<file path="src/tcpc_pkg.sv">
/*
 * Package for the timer, capture and PWM control block.
 * Holds register offsets, bit positions, reset values and state types.
 * Assumes a plain strobe register port on one 125 MHz clock.
 */
package tcpc_pkg;
    localparam logic [3:0] TCPC_ADDR_CTRL   = 4'h0;
    localparam logic [3:0] TCPC_ADDR_CAP2_L = 4'h1;
    localparam logic [3:0] TCPC_ADDR_CAP2_H = 4'h2;
    localparam logic [3:0] TCPC_ADDR_PAIR_L = 4'h3;
    localparam logic [3:0] TCPC_ADDR_PAIR_H = 4'h4;
    localparam logic [3:0] TCPC_ADDR_DDR    = 4'h5;
    localparam logic [3:0] TCPC_ADDR_CNT3_L = 4'h6;
    localparam logic [3:0] TCPC_ADDR_CNT3_H = 4'h7;

    localparam int TCPC_BIT_CAP2_OVF  = 7;
    localparam int TCPC_BIT_CAP1_OVF  = 6;
    localparam int TCPC_BIT_PWM2_EN   = 5;
    localparam int TCPC_BIT_PWM1_EN   = 4;
    localparam int TCPC_BIT_PAIR_MODE = 3;
    localparam int TCPC_BIT_T3_RUN    = 2;
    localparam int TCPC_BIT_T2_RUN    = 1;
    localparam int TCPC_BIT_T1_RUN    = 0;

    localparam logic [7:0] TCPC_CTRL_RESET = 8'h00;
    localparam logic [7:0] TCPC_CTRL_WMASK = 8'h3F;
    localparam logic [1:0] TCPC_DDR_RESET  = 2'h0;

    // Read progress of a two-byte capture pair
    typedef enum logic [1:0] {TCPC_RD_NONE, TCPC_RD_LOW, TCPC_RD_HIGH,
                              TCPC_RD_BOTH} tcpc_rd_t;
endpackage

</file>
<file path="src/tcpc_capture_pair.sv">
/*
 * One 16-bit capture register pair with overrun tracking.
 * Assumes capture strobes and read strobes on the same clock.
 */
`timescale 1ns/1ps
module tcpc_capture_pair
    import tcpc_pkg::*;
(
    input  wire logic        mclk,
    input  wire logic        sys_rst,
    input  wire logic        capture,
    input  wire logic [15:0] count,
    input  wire logic        rd_low,
    input  wire logic        rd_high,
    output logic [15:0]      value_reg,
    output logic             overrun_reg
);
    logic     unread_reg;
    logic     unread_next;
    logic     overrun_next;
    logic     load;
    tcpc_rd_t rd_reg;
    tcpc_rd_t rd_next;
    wire      both_read;

    // A pair counts as read only once both bytes have been fetched
    assign both_read = (rd_reg == TCPC_RD_LOW && rd_high) ||
                       (rd_reg == TCPC_RD_HIGH && rd_low) ||
                       (rd_low && rd_high);
    // Overrun blocks loads until the pair is drained
    assign load = capture && !overrun_reg && !unread_reg;
    // Capture arriving on the draining read still overruns: set wins
    assign overrun_next = (capture && unread_reg) ? 1'b1 :
                          (both_read ? 1'b0 : overrun_reg);
    assign unread_next  = load ? 1'b1 : (both_read ? 1'b0 : unread_reg);

    // Byte read tracker
    always_comb
    begin
        rd_next = rd_reg;
        if (load || both_read)
            rd_next = TCPC_RD_NONE;
        else if (rd_low)
            rd_next = (rd_reg == TCPC_RD_HIGH) ? TCPC_RD_BOTH : TCPC_RD_LOW;
        else if (rd_high)
            rd_next = (rd_reg == TCPC_RD_LOW) ? TCPC_RD_BOTH : TCPC_RD_HIGH;
    end

    // Pair state
    always_ff @(posedge mclk)
    begin
        if (sys_rst)
        begin
            value_reg   <= 16'h0000;
            overrun_reg <= 1'b0;
            unread_reg  <= 1'b0;
            rd_reg      <= TCPC_RD_NONE;
        end
        else
        begin
            if (load)
                value_reg <= count;
            overrun_reg <= overrun_next;
            unread_reg  <= unread_next;
            rd_reg      <= rd_next;
        end
    end
endmodule

</file>
<file path="src/tcpc_control.sv">
/*
 * Timer, capture and PWM control register with its steering logic.
 * Assumes capture pins from outside (synchronised here) and a plain
 * strobe register port on mclk. The third counter lives here, the others elsewhere.
 */
// Function
// - A capture on an unread second pair sets the second overrun flag.
// - After overrun no capture loads until both bytes are read.
// - The shared pair behaves the same, flagged by the first overrun flag.
// - Second PWM enable makes the second pin drive, else direction bit.
// - First PWM enable forces the first pin to drive, else direction bit.
// - Mode select picks capture use or period use of the shared pair.
// - The third timer counts only while its run bit is set.
// - The second timer counts only while its run bit is set.
// - First run bit gates the combined count in sixteen bit mode.
`timescale 1ns/1ps
module tcpc_control
    import tcpc_pkg::*;
(
    input  wire logic       mclk,
    input  wire logic       sys_rst,
    input  wire logic [3:0] reg_addr,
    input  wire logic [7:0] reg_wdata,
    input  wire logic       reg_wr,
    input  wire logic       reg_rd,
    output logic [7:0]      reg_rdata,
    input  wire logic       capture1_pin,
    input  wire logic       capture2_pin,
    input  wire logic       sixteen_bit_combine_mode,
    input  wire logic       first_pwm_wave,
    input  wire logic       second_pwm_wave,
    input  wire logic       first_port_data,
    input  wire logic       second_port_data,
    output logic            first_pwm_output_pin_o,
    output logic            first_pwm_output_pin_oe,
    output logic            second_pwm_output_pin_o,
    output logic            second_pwm_output_pin_oe,
    output logic            first_timer_inc,
    output logic            second_timer_inc,
    output logic            third_timer_inc,
    output logic            third_timer_use_period
);
    logic [7:0]  ctrl_reg;
    logic [7:0]  ctrl_next;
    logic [1:0]  port_direction_bits_reg;
    logic [7:0]  rdata_next;
    logic [15:0] third_timer_count_reg;
    logic [2:0]  cap1_sync_reg;
    logic [2:0]  cap2_sync_reg;
    logic [15:0] second_capture_pair;
    logic [15:0] shared_capture_period_pair;
    logic        cap2_ovf;
    logic        cap1_ovf;
    logic        pair_reg;

    wire cap1_event;
    wire cap2_event;
    wire cap1_enabled;
    wire sel_ctrl;
    wire sel_c2l;
    wire sel_c2h;
    wire sel_pl;
    wire sel_ph;
    wire sel_ddr;

    // Address decode
    assign sel_ctrl = (reg_addr == TCPC_ADDR_CTRL);
    assign sel_c2l  = (reg_addr == TCPC_ADDR_CAP2_L);
    assign sel_c2h  = (reg_addr == TCPC_ADDR_CAP2_H);
    assign sel_pl   = (reg_addr == TCPC_ADDR_PAIR_L);
    assign sel_ph   = (reg_addr == TCPC_ADDR_PAIR_H);
    assign sel_ddr  = (reg_addr == TCPC_ADDR_DDR);

    // Rising edges of the pins, read only past the second stage
    assign cap1_event = cap1_sync_reg[1] && !cap1_sync_reg[2];
    assign cap2_event = cap2_sync_reg[1] && !cap2_sync_reg[2];
    assign cap1_enabled = ctrl_reg[TCPC_BIT_PAIR_MODE];

    // Writable bits only; flags are fed live from the pairs
    assign ctrl_next = (reg_wr && sel_ctrl) ?
                       (reg_wdata & TCPC_CTRL_WMASK) : ctrl_reg;

    // Read mux; unmapped addresses read zero
    always_comb
    begin
        rdata_next = 8'h00;
        if (sel_ctrl)
            rdata_next = {cap2_ovf, cap1_ovf, ctrl_reg[5:0]};
        else if (sel_c2l)
            rdata_next = second_capture_pair[7:0];
        else if (sel_c2h)
            rdata_next = second_capture_pair[15:8];
        else if (sel_pl)
            rdata_next = shared_capture_period_pair[7:0];
        else if (sel_ph)
            rdata_next = shared_capture_period_pair[15:8];
        else if (sel_ddr)
            rdata_next = {6'h00, port_direction_bits_reg};
        else if (reg_addr == TCPC_ADDR_CNT3_L)
            rdata_next = third_timer_count_reg[7:0];
        else if (reg_addr == TCPC_ADDR_CNT3_H)
            rdata_next = third_timer_count_reg[15:8];
    end

    // Register state and synchronisers
    always_ff @(posedge mclk)
    begin
        if (sys_rst)
        begin
            ctrl_reg                <= TCPC_CTRL_RESET;
            port_direction_bits_reg <= TCPC_DDR_RESET;
            reg_rdata               <= 8'h00;
            cap1_sync_reg           <= 3'h0;
            cap2_sync_reg           <= 3'h0;
            third_timer_count_reg   <= 16'h0000;
        end
        else
        begin
            ctrl_reg <= ctrl_next;
            if (reg_wr && sel_ddr)
                port_direction_bits_reg <= reg_wdata[1:0];
            reg_rdata <= reg_rd ? rdata_next : 8'h00;
            cap1_sync_reg <= {cap1_sync_reg[1:0], capture1_pin};
            cap2_sync_reg <= {cap2_sync_reg[1:0], capture2_pin};
            if (ctrl_reg[TCPC_BIT_T3_RUN])
                third_timer_count_reg <= third_timer_count_reg + 16'h0001;
        end
    end

    // Pin steering and timer gates, all from flops
    always_ff @(posedge mclk)
    begin
        if (sys_rst)
        begin
            first_pwm_output_pin_o   <= 1'b0;
            first_pwm_output_pin_oe  <= 1'b0;
            second_pwm_output_pin_o  <= 1'b0;
            second_pwm_output_pin_oe <= 1'b0;
            first_timer_inc          <= 1'b0;
            second_timer_inc         <= 1'b0;
            third_timer_inc          <= 1'b0;
            third_timer_use_period   <= 1'b1;
            pair_reg                 <= 1'b0;
        end
        else
        begin
            // Direction bit 1 means drive
            first_pwm_output_pin_oe <= ctrl_reg[TCPC_BIT_PWM1_EN] ||
                                       port_direction_bits_reg[0];
            first_pwm_output_pin_o  <= ctrl_reg[TCPC_BIT_PWM1_EN] ?
                                       first_pwm_wave : first_port_data;
            second_pwm_output_pin_oe <= ctrl_reg[TCPC_BIT_PWM2_EN] ||
                                        port_direction_bits_reg[1];
            second_pwm_output_pin_o  <= ctrl_reg[TCPC_BIT_PWM2_EN] ?
                                        second_pwm_wave : second_port_data;
            first_timer_inc  <= ctrl_reg[TCPC_BIT_T1_RUN];
            // Upper byte needs both run bits when combined
            second_timer_inc <= sixteen_bit_combine_mode ?
                                (ctrl_reg[TCPC_BIT_T2_RUN] &&
                                 ctrl_reg[TCPC_BIT_T1_RUN]) :
                                ctrl_reg[TCPC_BIT_T2_RUN];
            third_timer_inc  <= ctrl_reg[TCPC_BIT_T3_RUN];
            third_timer_use_period <= !cap1_enabled;
            pair_reg <= cap1_enabled;
        end
    end

    // Second capture pair
    tcpc_capture_pair u_cap2 (
        .mclk        (mclk),
        .sys_rst     (sys_rst),
        .capture     (cap2_event),
        .count       (third_timer_count_reg),
        .rd_low      (reg_rd && sel_c2l),
        .rd_high     (reg_rd && sel_c2h),
        .value_reg   (second_capture_pair),
        .overrun_reg (cap2_ovf)
    );

    // Shared pair captures only in capture mode
    tcpc_capture_pair u_cap1 (
        .mclk        (mclk),
        .sys_rst     (sys_rst),
        .capture     (cap1_event && pair_reg),
        .count       (third_timer_count_reg),
        .rd_low      (reg_rd && sel_pl),
        .rd_high     (reg_rd && sel_ph),
        .value_reg   (shared_capture_period_pair),
        .overrun_reg (cap1_ovf)
    );
endmodule

</file>
<file path="config.mk">
export PLATFORM = sky130hd
export DESIGN_NAME = tcpc_control
export DESIGN_NICKNAME = d
export VERILOG_FILES = /design/src/tcpc_pkg.sv /design/src/tcpc_capture_pair.sv /design/src/tcpc_control.sv
export SDC_FILE = /design/constraint.sdc
export NUM_CORES = 1
export LEC_CHECK = 0
export BUFFER_PORTS_ARGS = -buffer_cell sky130_fd_sc_hd__buf_2
export CORE_MARGIN = 2
export CORE_UTILIZATION = 44
export CTS_BUF_LIST = sky130_fd_sc_hd__clkbuf_4 sky130_fd_sc_hd__clkbuf_8
export DETAILED_ROUTE_END_ITERATION = 16
export HOLD_SLACK_MARGIN = 0.12
export PLACE_DENSITY = 0.63
export SLEW_MARGIN = 20
export SYNTH_ARGS = -nofsm -noshare
export SYNTH_HDL_FRONTEND = slang
export SYNTH_SLANG_ARGS = --single-unit
export TNS_END_PERCENT = 5
</file>
<file path="constraint.sdc">
create_clock -name mclk -period 3 [get_ports mclk]
set_input_delay 0.3 -clock mclk [delete_from_list [all_inputs] [get_ports mclk]]
set_output_delay 0.3 -clock mclk [all_outputs]
set_load 0.02 [all_outputs]
</file>
Yosys cells after proc, flatten, opt, wreduce, memory -nomap -nowiden
Index checks and enable logic that the tools add are counted.
Storage, ports and cells
  output and inout port bits: 16
  logic and storage cells: 108
  register bits: 87
Operators by class
  add/subtract/negate cells: 1
  reductions and logical operators: 47
  equality and inequality tests: 11
  multiplexer cells: 25
  bitwise logic cells: 1
Operators with widths (number)
  two-way mux 8 bit: 8
  logical AND 1 bit: 22
  adder 16 x 1 -> 16 bit (second input constant): 1
  == test 4 x 3 -> 1 bit (second input constant): 4
  two-way mux 2 bit: 6
  nonzero test 2 bit: 6
  two-way mux 1 bit: 11
  == test 4 x 2 -> 1 bit (second input constant): 2
  logical OR 1 bit: 8
  logical NOT 1 bit: 7
  OR reduction 2 bit: 3
  == test 2 x 1 -> 1 bit (second input constant): 2
  == test 2 bit (second input constant): 2
  == test 4 x 1 -> 1 bit (second input constant): 1
  logical NOT 4 bit: 1
  NOT 1 bit: 1

Longest topological paths before layout
Gate-level depths: netlist of run 1.
  depth after elaboration: 9
  mapped depth: 7

Modules after synthesis
Synthesis of run 1 repeated with hierarchy kept, for this count alone.
Second synthesis, totals
  cells, all modules: 434
  area, all modules: 3811.2 µm²
Modules (own cells, without submodules)
  tcpc_control: times used 1, area an instance 2267.2 µm², cells an instance 256
  tcpc_capture_pair: times used 2, area an instance 772.0 µm², cells an instance 89

Least setup slack after synthesis of run 1
Ideal clock, no wire load.
  path kind: flip-flop to flip-flop
  start: register third_timer_count_reg[6]
  end: register third_timer_count_reg[15]
  stages on the path, launching flop included: 6
  setup time: 0.115 ns
  buffers on the path: 1
  arrival time: 1.313 ns
  required time: 2.885 ns
  clock period less this slack: 1.428 ns
  setup slack: 1.572 ns
  cells stage by stage: dfxtp_1 -> buf_2 -> and4_1 -> nand4_1 -> o31a_1 -> o21ba_2
On the way
  cells in the longest elaborated chain, start to end: 1
RTL lines
  from (decl): line tcpc_control.sv:47  | logic [15:0] third_timer_count_reg;
  from (signal assigned): line tcpc_control.sv:126  | third_timer_count_reg <= third_timer_count_reg + 16'h0001;
  adder 16 x 1 -> 16 bit: line tcpc_control.sv:126
No other way between the ends.
A chain may end at the register's enable or synchronous reset.

==> reports/summary.md, run 1 <==
* **arrival time at the worst endpoint** 1.94 ns
* **sum of overflow across all layers after global routing** 0
* **Total Neg Setup Slack** 0 ns
* **growth of design area from synthesis to finish** 10.6%
* **count of input and output buffers** 36
* **flip-flop and latch area** 1740 um^2
* **Total Routed Length** 8500 um
* **gp weighted congestion** 0.809
* **crit path capture type** flip-flop
* **setup repair after global routing missed its margin** no
* **total design power** 2.11 mW
* **Tightest Pin Transition** 0.725 ns
* **buffers inserted during post-CTS setup optimization** 0
* **diode count** 0
* **leading cell type in the layout, fill and taps excluded** dfxtp_1
* **maximum cell stage delay along the critical path** 0.54 ns
* **leading cell types by total area after synthesis** dfxtp_1, nand2_1, a21oi_1
* **average instance area after synthesis** 8.43 um^2
* **Avg Vias per Cell** 5.46
* **distinct cell type count after synthesis** 50
* **ordered list of cells on the worst path** and4_1 > nand2_2 > o31a_1 > o21ba_2
* **most common flop cell mapped by yosys** dfxtp_1
* **area taken by multi-input logic gates** 1820 um^2
* **Cells after Synth** 442
* **net total in the final layout** 484
* **dominant delay contributor by cell family on the critical path** flip-flops
* **cell area after technology mapping** 3730 um^2
* **startpoint types** flip-flop
* **outcome** finished clean
* **period utilisation layout** 0.560
* **core region area** 8220 um^2
* **clock tree from TritonCTS** done
* **relative slew slack** 0.517
* **Required @ worst endpoint** 3.26 ns
* **Post-DRT Antenna Nets** 0
* **clock root buffer master** clkbuf_8
* **global-route wire length before repair** 13900 um
* **Power Density** 511 nW/um^2
* **vias** 3111
* **Placement Cell Area** 3930 um^2
* **post-detailed-route DRC marker count** 0
* **number of clock sinks** 87
* **portion of synthesized cell area occupied by the leading cell type** 0.467
* **Ys Warns** 0
* **maximum fanout along the worst path** 9
* **number of buffers on the longest clock path** 2
* **worst clock skew on the final layout** 0.00666 ns
* **largest net degree at the start of global routing** 65
* **die boundary width** 96.0 um
* **CP Class** flip-flop to flip-flop
* **total routing resource utilization after global routing** 0.199
* **peak supply drop** 261 uV
* **net count after synthesis** 466
* **endpoints failing setup** 0
* **cell taking the most area after synthesis** dfxtp_1
* **highest clock frequency the design can meet** 0.596 GHz
* **post-route standard cell area excluding fillers** 4120 um^2
* **Tmin final** 1.68 ns
* **number of global-route vias before repair** 2789
* **number of flops mapped to enable cells by yosys** 0
* **Top Ports** 39
* **average detailed-routed wire length per instance** 14.9 um
* **critical-path cell with the highest stage delay** dfxtp_1
* **hold buffers post-CTS** 0
* **clock transition at the registers of the reported paths** 0.09 ns
* **total count of max-transition violations in the final report** 0
* **CTS H-tree depth** 3
* **full die area** 9220 um^2
* **share of async-settable or async-resettable flops after synthesis** 0
* **max-capacitance violation count** 0
* **final number of hold-violating endpoints** 0
* **minimum hold slack** 0.140 ns
* **number of detailed-route iterations in the first pass** 4
* **CTS buffer count** 9
* **fill cell count** 817
* **initial antenna violation count** 0
* **Resize count post-CTS** 0
* **Buf/Inv on CP** 0
* **source-to-sink clock delay at the later pin of the worst-skew pair** 0.36 ns
* **initial cell density of the core** 0.453
* **commonest cells after routing, fill and taps aside** dfxtp_1, nand2_1, a21oi_1
* **post-DP HPWL** 5610 um
* **share of the yosys chip area belonging to registers** 0.467
* **standard-cell rows** 33
* **vertical extent of the die** 96.0 um
* **FF-to-FF setup slack** 1.32 ns
* **Min-Delay Path Class** primary input to flip-flop
* **fraction of final layout cells with drive strength greater than 1** 0.144
* **Synth Register Bits** 87
* **static leakage** 1.48 nW
* **DR iter-0 viols** 187
-- routing by layer --
layer  GRT usage  wire, um  vias to the layer above
met2       0.307      3870                       83
met3      0.0415       473                        9
met5           0         0                        -
li1            -         -                     1545
met1       0.276      4070                     1474
met4      0.0690        85                        0
-- logic make-up (layout without fill, tap and decap cells) --
family / Yosys count / in the layout / synth area share
multiplexers: 21 / 21 / 0.0571
AND/OR/NAND/NOR: 191 / 191 / 0.255
AO/OA/AOI/OAI: 95 / 95 / 0.151
XOR/XNOR: 10 / 10 / 0.0235
buffers and inverters: 37 / 60 / 0.0430
adder cells (fa/ha/maj): 1 / 1 / 0.00336
flip-flops: 87 / 87 / 0.467
-- power breakdown --
group	switching, mW	internal (mW)
combinational	0.0811	0.0407
clock	0.428	0.386
sequential	0.00615	1.16
-- final cells by class --
type                            instances  area share
Timing Repair Buffer                   41      0.0528
Sequential cell                        87       0.422
Tap cell                              105      0.0319
Clock inverter                          7      0.0176
Clock buffer                            9      0.0300
Inverter                                3     0.00273
Multi-Input combinational cell        318       0.442
-- metrics by stage --
| step | utilization | std cells | setup slack (ns) |
|---|---|---|---|
| 6_report | 0.502 | 570 | 1.32 |
| 5_1_grt | 0.502 | 570 | 1.11 |
| 4_1_cts | 0.502 | 570 | 1.29 |
| 3_5_place_dp | 0.478 | 554 | 1.12 |
| 3_3_place_gp | 0.478 | 554 | 1.17 |
| 2_1_floorplan | - | 442 | 1.57 |
-- synthesized netlist by cell type (3+ instances only) --
| master | n |
|---|---|
| nor3b_1 | 3 |
| clkbuf_1 | 16 |
| xnor2_1 | 5 |
| buf_2 | 14 |
| buf_1 | 3 |
| a21oi_1 | 53 |
| o21ai_0 | 13 |
| nor2_1 | 36 |
| dfxtp_1 | 87 |
| nor2b_1 | 19 |
| nand3_1 | 7 |
| nor4_1 | 4 |
| nor3_1 | 3 |
| nand2b_1 | 6 |
| mux2i_1 | 19 |
| xor2_1 | 5 |
| nand2_1 | 82 |
| nand4_1 | 6 |
| o22ai_1 | 3 |
| a22o_1 | 6 |
| o2bb2ai_1 | 6 |
| inv_1 | 3 |
| or3_1 | 5 |
| nor3_2 | 3 |
| nand3b_1 | 3 |
-- path summary, 6_finish.rpt --
check                                    to  cells after the start        startpoint
setup / recovery  third_timer_count_reg[15]                      4       ctrl_reg[2]
hold / removal             cap1_sync_reg[0]                      2      capture1_pin
setup reg to reg  third_timer_count_reg[15]                      4       ctrl_reg[2]
hold reg to reg            cap1_sync_reg[1]                      1  cap1_sync_reg[0]
-- worst register-to-register path, cell delays in order (launching register included) --
cell     delay [ns]
dfxtp_1        0.54
and4_1         0.41
nand2_2        0.12
o31a_1         0.31
o21ba_2        0.20
Power figures use the tool's default switching activity.
==> inputs of run 2 (changes only) <==
--- a/config.mk
+++ b/config.mk
@@ -5,6 +5,7 @@
 export SDC_FILE = /design/constraint.sdc
 export NUM_CORES = 1
 export LEC_CHECK = 0
+export ABC_AREA = 1
 export BUFFER_PORTS_ARGS = -buffer_cell sky130_fd_sc_hd__buf_2
 export CORE_MARGIN = 2
 export CORE_UTILIZATION = 44
==> constraint.sdc (replaced) <==
create_clock -name mclk -period 1.7 [get_ports mclk]
set_input_delay 0.17 -clock mclk [delete_from_list [all_inputs] [get_ports mclk]]
set_output_delay 0.17 -clock mclk [all_outputs]
set_load 0.02 [all_outputs]
==> run 2 against run 1 <==
  * Worst setup slack worse by 1.1 ns
  * Sequential share of layout area is 2.7 points lower
  * Cell area is 7.0% higher
  * Final cell count is 21% higher
  * First-iteration DRC count is 32% lower
  * Via count is 9.5% higher
==> reports/summary.md, run 2 <==
* **outcome** finished clean
* **buffers inserted during post-CTS setup optimization** 0, unchanged
* **initial cell density of the core** 0.450, -0.00324
* **final standard cell utilization of the core** 0.542, +0.0406
* **cell taking the most area after synthesis** dfxtp_1
* **Tightest Pin Transition** 0.515 ns, -0.210 ns
* **source-to-sink clock delay at the later pin of the worst-skew pair** 0.35 ns, about the same
* **setup slack after layout** 0.200 ns, -1.12 ns
* **largest net degree at the start of global routing** 52, -20%
* **global-route wire length before repair** 14900 um, +7.6%
* **portion of synthesized cell area occupied by the leading cell type** 0.476, +0.00814
* **sum of overflow across all layers after global routing** 0, unchanged
* **die boundary width** 95.2 um, -0.83%
* **Power Density** 910 nW/um^2, +78%
* **Min-Delay Path Class** primary input to flip-flop
* **top post-synthesis cells by count** dfxtp_1, inv_1, nor2_1
* **Avg Vias per Cell** 4.94, -9.6%
* **synthesized-area fraction occupied by adder cells** 0.00342, +0.0000585
* **Post-DRT Antenna Nets** 0, unchanged
* **cell area after technology mapping** 3660 um^2, -1.7%
* **number of detailed-route iterations in the first pass** 5, +1
* **CTS H-tree depth** 3, unchanged
* **fill cell count** 814, -0.37%
* **relative slew slack** 0.656, +0.139
* **clock transition at the registers of the reported paths** 0.09 ns, about the same
* **number of global-route vias before repair** 3021, +8.3%
* **number of placed instances, taps included** 659, +19%
* **highest routing layer actually used** met4
* **max-capacitance violation count** 0, unchanged
* **clock root buffer master** clkbuf_8
* **core region area** 8130 um^2, -1.0%
* **initial antenna violation count** 0, unchanged
* **Tmin final** 1.50 ns, -0.179 ns
* **arrival time at the worst endpoint** 1.75 ns, -0.19 ns
* **share of async-settable or async-resettable flops after synthesis** 0, unchanged
* **share of cell area taken by muxes after synthesis** 0, -0.0571
* **share of the synthesized area in compound gates (AO/OA/AOI/OAI)** 0.171, +0.0204
* **period utilisation layout** 0.882, +0.323
* **commonest cells after routing, fill and taps aside** dfxtp_1, inv_1, nor2_1
* **Required @ worst endpoint** 1.95 ns, -1.31 ns
* **Total Routed Length** 9230 um, +8.7%
* **total met2 wirelength after detailed routing** 4170 um, +7.9%
* **Synth Register Bits** 87, unchanged
* **vias** 3406, +9.5%
* **fraction of synthesized cell area in xor and xnor cells** 0.00478, -0.0187
* **startpoint types** flip-flop
* **share of the yosys chip area belonging to registers** 0.476, +0.00814
* **standard-cell rows** 33, unchanged
* **setup repair after global routing missed its margin** no
* **post-route standard cell area excluding fillers** 4410 um^2, +7.0%
* **worst r2r path cells** 10, +6
* **total routing resource utilization after global routing** 0.215, +0.0159
* **static leakage** 1.98 nW, +34%
* **clock tree from TritonCTS** done
* **crit path capture type** flip-flop
* **average detailed-routed wire length per instance** 13.4 um, -10%
* **total met3 wirelength after detailed routing** 466 um, -1.5%
* **final number of hold-violating endpoints** 0, unchanged
* **post-detailed-route DRC marker count** 0, unchanged
* **largest family of logic cells by synthesized area** simple AND/OR/NAND/NOR gates
* **peak supply drop** 394 uV, +51%
* **number of flops mapped to enable cells by yosys** 0, unchanged
* **Cells after Synth** 518, +17%
* **leading cell type in the layout, fill and taps excluded** dfxtp_1
* **Top Ports** 39, unchanged
* **worst clock skew on the final layout** 0.00959 ns, +0.00293 ns
* **CP Class** flip-flop to flip-flop
* **minimum hold slack** 0.155 ns, +0.0150 ns
* **diode count** 0, unchanged
* **post-DP HPWL** 6390 um, +14%
* **average instance area after synthesis** 7.07 um^2, -16%
* **highest clock frequency the design can meet** 0.667 GHz, +12%
* **net total in the final layout** 604, +25%
* **number of clock sinks** 87, unchanged
* **share of synthesized cell area in and, or, nand and nor gates** 0.243, -0.0120
* **count of input and output buffers** 36, unchanged
* **instance count along the most critical hold path** 3, +1
* **non-filler cells, final** 690, +21%
* **wire length the detailed router placed on met1** 4420 um, +8.5%
* **distinct cell type count after synthesis** 24, -52%
* **number of buffers on the longest clock path** 2, unchanged
* **vertical extent of the die** 95.2 um, -0.83%
* **total count of max-transition violations in the final report** 0, unchanged
* **CTS buffer count** 9, unchanged
* **DR iter-0 viols** 128, -32%
* **full die area** 9070 um^2, -1.6%
* **endpoints failing setup** 0, unchanged
* **total design power** 4.01 mW, +91%
* **gp weighted congestion** 0.887, +9.7%
* **leading cell types by total area after synthesis** dfxtp_1, o21ai_0, inv_1
* **placement-stage worst setup slack** 0.180 ns, -0.936 ns
* **fraction of final layout cells with drive strength greater than 1** 0.135, -0.00904
* **Placement Cell Area** 4040 um^2, +2.8%
* **Ys Warns** 0, unchanged
* **most common flop cell mapped by yosys** dfxtp_1
* **net count after synthesis** 542, +16%
* **most common cell in the synthesized netlist** dfxtp_1
* **growth of design area from synthesis to finish** 20.5%
* **Total Neg Setup Slack** 0 ns, unchanged
* **maximum fanout along the worst path** 6, -3
run 2: cell types whose count changed in the layout (fill, tap and decap cells not counted), moves of 19 or more:
cell	change
nor2b_1	-19
inv_1	+77
o21ai_0	+53
nor2_1	+39
nand3_1	+38
mux2i_1	-19
run 2: final timing paths:
check,from,endpoint,slack (ns)
worst min-delay path,reg_rd,u_cap2.rd_reg[0],0.16
worst max register to register,third_timer_count_reg[0],third_timer_count_reg[12],0.20
worst max-delay path,third_timer_count_reg[0],third_timer_count_reg[12],0.20
worst min register to register,cap1_sync_reg[0],cap1_sync_reg[1],0.41
run 2: cell type report:
class,count,area [um^2],share of cell area
sequential,87,1740,0.395
multi-input combinational,333,1550,0.351
timing repair buffer,66,455,0.103
inverter,83,312,0.0706
clock buffer,10,131,0.0298
tap,105,131,0.0298
clock inverter,6,92.6,0.0210
run 2: worst max-delay path: stages, from the launching register on:
cell and delay, ns:
dfxtp_2 0.38, ha_1 0.15, nand2_1 0.06, inv_1 0.10
nand2_1 0.09, nor2_1 0.17, nand2_1 0.14, nor2_1 0.15
nand2_1 0.07, nand2_1 0.06, nor2_1 0.03
run 2: layer usage:
metal	up-vias	track usage
met2	80	0.323
met1	1530	0.304
met3	17	0.0466
met4	0	0.0737
li1	1779	-
met5	-	0
run 2: power breakdown:
part | internal, mW | switching [mW] | total, mW
combinational | 0.112 | 0.179 | 0.291
sequential | 2.08 | 0.0201 | 2.10
clock | 0.852 | 0.768 | 1.62
total | 3.05 | 0.968 | 4.01
run 2: what timing repair did:
item	4_1_cts	5_1_grt
endpoints found under the hold margin	19	0
endpoints found under the setup margin	0	1
hold buffers	15	0
resized for setup	0	1
run 2: cell families (layout without fill, tap and decap cells):
| family | Yosys count | count (layout) |
|---|---|---|
| AO/OA/AOI/OAI | 124 | 124 |
| adder cells (fa/ha/maj) | 1 | 1 |
| XOR/XNOR | 2 | 2 |
| buffers and inverters | 98 | 165 |
| flip-flops | 87 | 87 |
| AND/OR/NAND/NOR | 206 | 206 |
